### src/ocft_pkg.sv
// constants for the overcurrent / overtemperature fault response block
// assumes a 100 MHz mclk and a decoded command port ahead of it
package ocft_pkg;
	// command codes of the threshold and response words
	localparam logic [7:0] CMD_OC_FAULT_THR = 8'h46;
	localparam logic [7:0] CMD_OC_REACTION = 8'h47;
	localparam logic [7:0] CMD_OC_WARN_THR = 8'h4a;
	localparam logic [7:0] CMD_OT_FAULT_THR = 8'h4f;
	// reaction word fields
	localparam int DELAY_LSB = 0;
	localparam int DELAY_W = 3;
	localparam int RETRY_LSB = 3;
	localparam int RETRY_W = 3;
	localparam int RESP_LSB = 6;
	localparam int RESP_W = 2;
	localparam logic [1:0] RESP_IGNORE = 2'h0;
	localparam logic [1:0] RESP_DISABLE = 2'h3;
	localparam logic [2:0] RETRY_NONE = 3'h0;
	localparam logic [2:0] RETRY_FOREVER = 3'h7;
	// reset values (plain defaults)
	localparam logic [7:0] OC_REACTION_RST = 8'hc0;
	localparam logic [15:0] OC_FAULT_THR_RST = 16'h00f0;
	localparam logic [15:0] OC_WARN_THR_RST = 16'h00c8;
	localparam logic [15:0] OT_FAULT_THR_RST = 16'h007d;
	// retry interval unit
	localparam int CLK_MHZ = 100;
	localparam int UNIT_MS = 200;
	localparam int UNIT_CYCLES = UNIT_MS * 1000 * CLK_MHZ;
	// response sequencer states
	typedef enum logic [2:0] {
		ST_OFF,
		ST_RUN,
		ST_WAIT,
		ST_RESTART,
		ST_LATCHED
	} resp_state_t;
endpackage

### src/ocft_fault_response.sv
// overcurrent / overtemperature fault detection and overcurrent response sequencer
// assumes measured values arrive on mclk in the same linear format as the thresholds,
// and that an upstream command engine presents decoded register writes and reads
//
// Contract
// - reaction bits 2:0 set the interval between restart attempts in 200 ms units.
// - an overcurrent fault always sets its status flag and notifies the host.
// - response code 00 keeps running and limits current at the fault threshold.
// - response code 11 disables the output on a fault and follows the retry field.
// - reaction bits 5:3 give the number of restart attempts after a shutdown.
// - retry count 000 means no restart and output off until the fault is cleared.
// - retry counts 1 to 6 allow that many restarts, then output off until cleared.
// - retry count 111 retries forever until commanded off, bias loss or another fault.
// - the warning flag rises only when current strictly exceeds the warning threshold.
`timescale 1ns/1ps
module ocft_fault_response
	import ocft_pkg::*;
#(
	parameter int UNIT_CLKS = ocft_pkg::UNIT_CYCLES
) (
	// clock and reset
	input wire logic mclk,
	input wire logic nrst,
	// command port
	input wire logic [7:0] cmd_code,
	input wire logic cmd_wr,
	input wire logic [15:0] cmd_wdata,
	output logic [15:0] cmd_rdata,
	output logic cmd_hit,
	// measurements and power stage
	input wire logic [15:0] iout_meas,
	input wire logic [15:0] temp_meas,
	input wire logic restart_ok,
	input wire logic other_fault,
	input wire logic fault_clear,
	// pins
	input wire logic ctrl_pin,
	input wire logic bias_good,
	// outputs
	output logic out_enable,
	output logic current_limit,
	output logic [15:0] current_limit_value,
	output logic oc_fault_flag,
	output logic oc_warn_flag,
	output logic ot_fault_flag,
	output logic host_alert,
	output logic [2:0] retries_left
);
	import ocft_pkg::*;

	// the interval timer needs at least one cycle per unit
	initial begin
		if (UNIT_CLKS < 1)
			$error("UNIT_CLKS must be at least one");
	end

	// seven units, the longest interval, must fit the 32-bit timer
	initial begin
		if (longint'(UNIT_CLKS) * 64'd7 > 64'hffff_ffff)
			$error("UNIT_CLKS too large for the interval timer");
	end

	// the reaction word fields must tile its eight bits
	initial begin
		if (RESP_LSB + RESP_W != 8 || RETRY_LSB + RETRY_W != RESP_LSB || DELAY_LSB + DELAY_W != RETRY_LSB)
			$error("reaction word fields overlap");
	end

	// one-cycle step of the interval timer and of the attempt count
	localparam logic [31:0] TIMER_ONE = 32'h1;
	localparam logic [2:0] RETRY_ONE = 3'h1;

	logic [7:0] oc_reaction_r;
	logic [15:0] oc_fault_thr_r;
	logic [15:0] oc_warn_thr_r;
	logic [15:0] ot_fault_thr_r;
	logic [1:0] ctrl_sync_r;
	logic [1:0] bias_sync_r;
	resp_state_t state_r;
	resp_state_t state_nxt;
	logic [31:0] timer_r;
	logic [2:0] retries_r;
	logic oc_now;
	logic warn_now;
	logic ot_now;
	logic run_allowed;
	logic [1:0] resp_code;
	logic [2:0] retry_set;
	logic [2:0] delay_set;

	// strict greater-than compare shared by all trip points
	function automatic logic exceeds(input logic [15:0] meas, input logic [15:0] thr);
		exceeds = meas > thr;
	endfunction

	// restart interval in cycles, a zero field still waits one cycle
	function automatic logic [31:0] interval_cycles(input logic [2:0] units);
		if (units == 3'h0)
			interval_cycles = TIMER_ONE;
		else
			interval_cycles = 32'(units) * 32'(UNIT_CLKS);
	endfunction

	// write strobe decode, shared by every register
	function automatic logic wr_to(input logic wr, input logic [7:0] sel, input logic [7:0] code);
		wr_to = wr && sel == code;
	endfunction

	// reaction word fields
	assign resp_code = oc_reaction_r[RESP_LSB +: RESP_W];
	assign retry_set = oc_reaction_r[RETRY_LSB +: RETRY_W];
	assign delay_set = oc_reaction_r[DELAY_LSB +: DELAY_W];

	// overcurrent reaction word
	always_ff @(posedge mclk) begin
		if (!nrst)
			oc_reaction_r <= OC_REACTION_RST;
		else if (wr_to(cmd_wr, cmd_code, CMD_OC_REACTION))
			oc_reaction_r <= cmd_wdata[7:0];
	end

	// overcurrent fault threshold, shared by limiting and detection
	always_ff @(posedge mclk) begin
		if (!nrst)
			oc_fault_thr_r <= OC_FAULT_THR_RST;
		else if (wr_to(cmd_wr, cmd_code, CMD_OC_FAULT_THR))
			oc_fault_thr_r <= cmd_wdata;
	end

	// overcurrent warning threshold
	always_ff @(posedge mclk) begin
		if (!nrst)
			oc_warn_thr_r <= OC_WARN_THR_RST;
		else if (wr_to(cmd_wr, cmd_code, CMD_OC_WARN_THR))
			oc_warn_thr_r <= cmd_wdata;
	end

	// overtemperature fault threshold
	always_ff @(posedge mclk) begin
		if (!nrst)
			ot_fault_thr_r <= OT_FAULT_THR_RST;
		else if (wr_to(cmd_wr, cmd_code, CMD_OT_FAULT_THR))
			ot_fault_thr_r <= cmd_wdata;
	end

	// register reads, unknown codes answer zero with no hit
	always_comb begin
		cmd_rdata = 16'h0000;
		cmd_hit = 1'b1;
		unique case (cmd_code)
			CMD_OC_REACTION: cmd_rdata = {8'h00, oc_reaction_r};
			CMD_OC_FAULT_THR: cmd_rdata = oc_fault_thr_r;
			CMD_OC_WARN_THR: cmd_rdata = oc_warn_thr_r;
			CMD_OT_FAULT_THR: cmd_rdata = ot_fault_thr_r;
			default: cmd_hit = 1'b0;
		endcase
	end

	// two-stage synchroniser for the control pin
	always_ff @(posedge mclk) begin
		if (!nrst)
			ctrl_sync_r <= 2'h0;
		else
			ctrl_sync_r <= {ctrl_sync_r[0], ctrl_pin};
	end

	// two-stage synchroniser for the bias pin
	always_ff @(posedge mclk) begin
		if (!nrst)
			bias_sync_r <= 2'h0;
		else
			bias_sync_r <= {bias_sync_r[0], bias_good};
	end

	// trip comparisons
	assign oc_now = exceeds(iout_meas, oc_fault_thr_r);
	assign warn_now = exceeds(iout_meas, oc_warn_thr_r);
	assign ot_now = exceeds(temp_meas, ot_fault_thr_r);

	// running needs both pins and no other fault
	assign run_allowed = ctrl_sync_r[1] && bias_sync_r[1] && !other_fault;

	// sticky overcurrent fault flag, a new event wins over a clear
	always_ff @(posedge mclk) begin
		if (!nrst)
			oc_fault_flag <= 1'b0;
		else
			oc_fault_flag <= oc_now || (oc_fault_flag && !fault_clear);
	end

	// sticky overcurrent warning flag
	always_ff @(posedge mclk) begin
		if (!nrst)
			oc_warn_flag <= 1'b0;
		else
			oc_warn_flag <= warn_now || (oc_warn_flag && !fault_clear);
	end

	// sticky overtemperature fault flag
	always_ff @(posedge mclk) begin
		if (!nrst)
			ot_fault_flag <= 1'b0;
		else
			ot_fault_flag <= ot_now || (ot_fault_flag && !fault_clear);
	end

	// host notification follows any pending flag
	assign host_alert = oc_fault_flag || oc_warn_flag || ot_fault_flag;

	// response sequencer next state
	always_comb begin
		state_nxt = state_r;
		unique case (state_r)
			ST_OFF: begin
				if (run_allowed)
					state_nxt = ST_RUN;
			end
			ST_RUN: begin
				if (!run_allowed)
					state_nxt = ST_OFF;
				else if (oc_now && resp_code == RESP_DISABLE)
					state_nxt = (retry_set == RETRY_NONE) ? ST_LATCHED : ST_WAIT;
			end
			ST_WAIT: begin
				if (!run_allowed)
					state_nxt = ST_OFF;
				else if (fault_clear)
					state_nxt = ST_RUN;
				else if (timer_r <= TIMER_ONE)
					state_nxt = ST_RESTART;
			end
			ST_RESTART: begin
				if (!run_allowed)
					state_nxt = ST_OFF;
				else if (oc_now)
					state_nxt = (retries_r == 3'h0) ? ST_LATCHED : ST_WAIT;
				else if (restart_ok)
					state_nxt = ST_RUN;
			end
			ST_LATCHED: begin
				if (fault_clear)
					state_nxt = run_allowed ? ST_RUN : ST_OFF;
			end
			default: state_nxt = ST_OFF;
		endcase
	end

	// sequencer state
	always_ff @(posedge mclk) begin
		if (!nrst)
			state_r <= ST_OFF;
		else
			state_r <= state_nxt;
	end

	// restart interval timer, loaded on each entry to the wait state
	always_ff @(posedge mclk) begin
		if (!nrst)
			timer_r <= 32'h0;
		else if (state_nxt == ST_WAIT && state_r != ST_WAIT)
			timer_r <= interval_cycles(delay_set);
		else if (timer_r != 32'h0)
			timer_r <= timer_r - TIMER_ONE;
	end

	// remaining attempts, spent on each restart start
	always_ff @(posedge mclk) begin
		if (!nrst)
			retries_r <= 3'h0;
		else if (state_r == ST_RUN || fault_clear || state_r == ST_OFF)
			retries_r <= retry_set;
		else if (state_r == ST_WAIT && state_nxt == ST_RESTART && retry_set != RETRY_FOREVER)
			retries_r <= retries_r - RETRY_ONE;
		else if (retry_set == RETRY_FOREVER)
			retries_r <= RETRY_FOREVER;
	end

	// remaining attempts shown to the host side
	assign retries_left = retries_r;

	// output drive, on while running or attempting a restart
	always_ff @(posedge mclk) begin
		if (!nrst)
			out_enable <= 1'b0;
		else
			out_enable <= state_nxt == ST_RUN || state_nxt == ST_RESTART;
	end

	// constant-current limiting under the ignore response
	always_ff @(posedge mclk) begin
		if (!nrst)
			current_limit <= 1'b0;
		else
			current_limit <= state_nxt == ST_RUN && resp_code == RESP_IGNORE && oc_now;
	end

	// current held at the fault threshold while limiting
	always_ff @(posedge mclk) begin
		if (!nrst)
			current_limit_value <= 16'h0000;
		else
			current_limit_value <= oc_fault_thr_r;
	end
endmodule

### config.mk
export PLATFORM = sky130hd
export DESIGN_NAME = ocft_fault_response
export DESIGN_NICKNAME = d
export VERILOG_FILES = /design/src/ocft_pkg.sv /design/src/ocft_fault_response.sv
export SDC_FILE = /design/constraint.sdc
export NUM_CORES = 1
export LEC_CHECK = 0
export ABC_AREA = 1
export BUFFER_PORTS_ARGS = -buffer_cell sky130_fd_sc_hd__buf_2
export CAP_MARGIN = 20
export CORE_MARGIN = 8
export CORE_UTILIZATION = 49
export CTS_CLUSTER_SIZE = 16
export DETAILED_ROUTE_END_ITERATION = 8
export GPL_TIMING_DRIVEN = 0
export HOLD_SLACK_MARGIN = 0.02
export PLACE_DENSITY = 0.66
export SETUP_SLACK_MARGIN = 0.15
export SLEW_MARGIN = 20
export SYNTH_ARGS = -nofsm -noshare
export SYNTH_HDL_FRONTEND = slang
export SYNTH_SLANG_ARGS = --single-unit
export TNS_END_PERCENT = 50
### constraint.sdc
create_clock -name mclk -period 3.9 [get_ports mclk]
set_input_delay 1.17 -clock mclk [delete_from_list [all_inputs] [get_ports mclk]]
set_output_delay 1.17 -clock mclk [all_outputs]
set_load 0.02 [all_outputs]
==> impl_metrics.tcl <==
set metrics [dict create \
    result_of_the_run "completed" \
    grt_setup_unrepaired "yes" \
    crit_path_end_kind "output pin" \
    min_period_over_period 0.972 \
    hold_viol 0 \
    synth_async_sr_flop_share 0 \
    clkSinkCount 119 \
    ff2ff_path_depth 19 \
    ys_seq_area_frac 0.340 \
    postSynth.topFlopCell "sky130_fd_sc_hd__dfxtp_1" \
    timing.hold.worst.start "bias_sync_r[0]$_SDFF_PN0_" \
    post_synth_num_cell_types 47 \
    worst-path-max-fanout 6 \
    dpl.cell_count 1253 \
    post-dp-hpwl_mm 16.3 \
    numnets_final 1236 \
    wire_length_of_the_first_global_routing_pass_mm 33.2 \
    drt_drc_violations_left 0 \
    max_freq_ghz 0.264 \
    layout-drive-gt1-share 0.209 \
    drt-vias-per-instance 5.31 \
    cts-root-buf "sky130_fd_sc_hd__clkbuf_16" \
    post_drt_wl_per_cell_microns 16.0 \
    yosys.area.top_type_share 0.340 \
    maxCapViolations 0 \
    min-delay-path-class "reg2reg" \
    grt_use_total 0.226 \
    drt-initial-drc-count 436 \
    ctsHtreeMaxLevel 4 \
    number_of_buffers_inserted_by_port_buffering 105 \
    finalWeightedCongestion 0.952 \
    tritoncts "done" \
    netlist_top_cells_area "sky130_fd_sc_hd__dfxtp_1 34%, sky130_fd_sc_hd__ha_1 11%, sky130_fd_sc_hd__nand2_1 8.1%" \
    postRouteAntennaNets 0 \
    detailroute.wirelength.met3_mm 1.21 \
    globalRouteOverflowTotal 0 \
    mappedNetlistNets 1097 \
    routed_wl_mm 20.8 \
    cts_hold_repair.buffers 0 \
    synth_largest_area_cell "sky130_fd_sc_hd__dfxtp_1" \
    vias 6894 \
    syn_to_final_growth_pct 24.7 \
    path_clk_slew_ns 0.05 \
    leakage_uw 0.00422 \
    timing.reg2reg.setup_slack_ns 1.23 \
    top_layer "met4" \
    met2WireLength_mm 10.1 \
    report.final.slew_viol_count 0 \
    clk_latency_ns 0.42 \
    row_count 43 \
    antenna_cells 0 \
    skew_ns 0.00889 \
    fin_crit_ns 3.79 \
    antenna_violations_before_repair 0 \
    report.power.total_uw 4880 \
    pin_count 106 \
    dieWidth_microns 136 \
    detail_route.wirelength.met1_mm 8.97 \
    worstSetupStartpoint "cmd_code[4]" \
    clockBufferDepth 2 \
    worstHoldPathCells 2 \
    crit_path_start_kind "primary input" \
    syn_inst 968 \
    filler_cell_count 1308 \
    drt_pre_antenna_iters 5 \
    worst-endpoint-required_ns 2.73 \
    die_height_microns 136 \
    die_area_sq_mm 0.0184 \
    slew_headroom 0.550 \
    holdPathEnd "bias_sync_r[1]$_SDFF_PN0_" \
    tightest_slew_ns 0.668 \
    reg2reg_to "timer_r[0]$_SDFFE_PN0P_" \
    largest_net_degree_at_the_start_of_global_routing 17 \
    synth_edf_count 0 \
    cp.arrival_ns 2.62 \
    setup.worst_path.class "in2out" \
    power_density_mw_per_mm2 558 \
    startpoint_of_the_lowest_slack_register_to_register_path "oc_fault_thr_r[9]$_SDFFE_PN0P_" \
    finish.cell_count_without_fillers 1299 \
    floorplan.core_area_sq_mm 0.0139 \
    yosys_warnings 0 \
    syn-cell-area_sq_mm 0.00701 \
    synth.ff_latch_count 119 \
    first_global_vias 6715 \
    initial_utilization 0.503 \
    post_synth.cell_area_avg_sq_um 7.25 \
    inserted_clock_buffers 17 \
    ir_drop_mv 0.311 \
    finalSetupViolCount 0 \
]
## critical path: stages
cell and delay [ns]:
sky130_fd_sc_hd__buf_6 0.09, sky130_fd_sc_hd__nor4_4 0.27, sky130_fd_sc_hd__buf_4 0.17, sky130_fd_sc_hd__buf_4 0.11, sky130_fd_sc_hd__nand2_2 0.07, sky130_fd_sc_hd__buf_4 0.20, sky130_fd_sc_hd__o22ai_1 0.15, sky130_fd_sc_hd__a21oi_1 0.07
sky130_fd_sc_hd__o21ai_1 0.14, sky130_fd_sc_hd__buf_4 0.18
## where the power goes
part | internal [uW] | leakage [uW] | total, uW | switching, uW
registers | 1380 | 0.000966 | 1530 | 153
logic | 660 | 0.00296 | 1730 | 1070
clock network | 1070 | 0.000296 | 1620 | 544
## sequential cells by signal (all words and copies together), names as in the netlist, 2 cells and up
signal,count
ot_fault_thr_r,16
bias_sync_r,2
oc_warn_thr_r,16
current_limit_value,16
retries_left,3
oc_reaction_r,8
oc_fault_thr_r,16
state_r,3
ctrl_sync_r,2
timer_r,32
## cell usage after synthesis, types with 2 or more instances
cell and instances:
sky130_fd_sc_hd__a21o_1 2, sky130_fd_sc_hd__a21oi_1 94, sky130_fd_sc_hd__a21oi_2 8, sky130_fd_sc_hd__a31oi_1 2, sky130_fd_sc_hd__buf_2 5, sky130_fd_sc_hd__buf_4 3, sky130_fd_sc_hd__clkbuf_1 21, sky130_fd_sc_hd__dfxtp_1 119
sky130_fd_sc_hd__ha_1 64, sky130_fd_sc_hd__inv_1 135, sky130_fd_sc_hd__inv_2 7, sky130_fd_sc_hd__nand2_1 151, sky130_fd_sc_hd__nand2_2 6, sky130_fd_sc_hd__nand2_4 3, sky130_fd_sc_hd__nand3_1 37, sky130_fd_sc_hd__nand3_2 2
sky130_fd_sc_hd__nand3b_1 4, sky130_fd_sc_hd__nand4_1 29, sky130_fd_sc_hd__nor2_1 87, sky130_fd_sc_hd__nor2_2 12, sky130_fd_sc_hd__nor2_4 2, sky130_fd_sc_hd__nor3_1 15, sky130_fd_sc_hd__nor3_2 5, sky130_fd_sc_hd__nor4_1 5
sky130_fd_sc_hd__o211ai_1 5, sky130_fd_sc_hd__o21a_1 2, sky130_fd_sc_hd__o21ai_0 85, sky130_fd_sc_hd__o21ai_1 2, sky130_fd_sc_hd__o221ai_1 10, sky130_fd_sc_hd__o22ai_1 8, sky130_fd_sc_hd__or2_2 3, sky130_fd_sc_hd__xnor2_1 5
sky130_fd_sc_hd__xor2_1 16
## stage by stage
| step | util | hold WS (ns) | setup slack, ns | instance area [sq um] | TNS (ns) |
|---|---|---|---|---|---|
| 6_report | 0.628 | 0.409 | 0.108 | 8750 | 0 |
| 5_1_grt | 0.628 | 0.434 | 0.0310 | 8750 | 0 |
| 4_1_cts | 0.613 | 0.415 | 0.103 | 8540 | 0 |
| 3_3_place_gp | 0.557 | 0.396 | -0.275 | 7760 | -1.42 |
| 2_1_floorplan | - | 0.390 | 0.255 | 7010 | 0 |
| 3_5_place_dp | 0.557 | 0.402 | -0.249 | 7760 | -1.24 |
## metal layers
metal	global-route usage	vias up
met1	0.269	3123
met5	0	-
met4	0.0802	0
met2	0.386	215
met3	0.0568	52
li1	-	3504
## layout by cell type (no fill, tap or decap), types with 4 or more instances in the layout
master and instances:
sky130_fd_sc_hd__nand2_1 147, sky130_fd_sc_hd__inv_1 135, sky130_fd_sc_hd__dfxtp_1 119, sky130_fd_sc_hd__buf_2 93
sky130_fd_sc_hd__a21oi_1 92, sky130_fd_sc_hd__nor2_1 86, sky130_fd_sc_hd__o21ai_0 78, sky130_fd_sc_hd__ha_1 64
sky130_fd_sc_hd__nand3_1 36, sky130_fd_sc_hd__nand4_1 29, sky130_fd_sc_hd__buf_4 28, sky130_fd_sc_hd__clkbuf_1 21
sky130_fd_sc_hd__clkbuf_16 18, sky130_fd_sc_hd__xor2_1 16, sky130_fd_sc_hd__nor3_1 15, sky130_fd_sc_hd__nor2_2 12
sky130_fd_sc_hd__a21oi_2 10, sky130_fd_sc_hd__nand2_2 9, sky130_fd_sc_hd__inv_2 7, sky130_fd_sc_hd__o21ai_1 7
sky130_fd_sc_hd__buf_6 6, sky130_fd_sc_hd__nor4_1 5, sky130_fd_sc_hd__o22ai_2 5, sky130_fd_sc_hd__o221ai_1 5
sky130_fd_sc_hd__o211ai_1 5, sky130_fd_sc_hd__xnor2_1 5, sky130_fd_sc_hd__clkinv_2 5, sky130_fd_sc_hd__o221ai_2 4
sky130_fd_sc_hd__nand2_4 4, sky130_fd_sc_hd__nor3_2 4, sky130_fd_sc_hd__nand3b_1 4, sky130_fd_sc_hd__bufinv_16 4
## how the worst max path moves through the flow
stage	end	slack, ns	cells after the start
2_1_floorplan	cmd_rdata[10]	0.26	6
3_3_place_gp	cmd_rdata[2]	-0.28	10
3_5_place_dp	cmd_rdata[2]	-0.25	10
4_1_cts	cmd_rdata[3]	0.10	8
5_1_grt	cmd_rdata[4]	0.03	10
6_report	cmd_rdata[4]	0.11	10
## area by class of cell
cell class / count / area (sq um) / share of cell area
plain buffers: 30 / 168 / 0.0192
multi-input cells: 675 / 4100 / 0.469
well taps: 180 / 225 / 0.0257
flip-flops and latches: 119 / 2380 / 0.272
repair buffers: 120 / 726 / 0.0830
inverters: 144 / 546 / 0.0624
clock buffers: 21 / 450 / 0.0515
clock inverters: 10 / 153 / 0.0174
## cell families after synthesis
group / after synthesis / synth area share
AOI/OAI and AO/OA: 223 / 0.176
xor gates and xnor gates: 21 / 0.0262
adders and majority gates: 65 / 0.117
buffers and inverters: 174 / 0.0974
DFF: 119 / 0.340
and+or+nand+nor: 366 / 0.244
## timing repair
item	CTS	global route
pin swaps	4	6
gates resized for setup	30	37
setup endpoints to repair	17	16
endpoints found under the hold margin	0	0
setup buffers	7	6
cloned	1	1
Power figures use the tool's default switching activity.
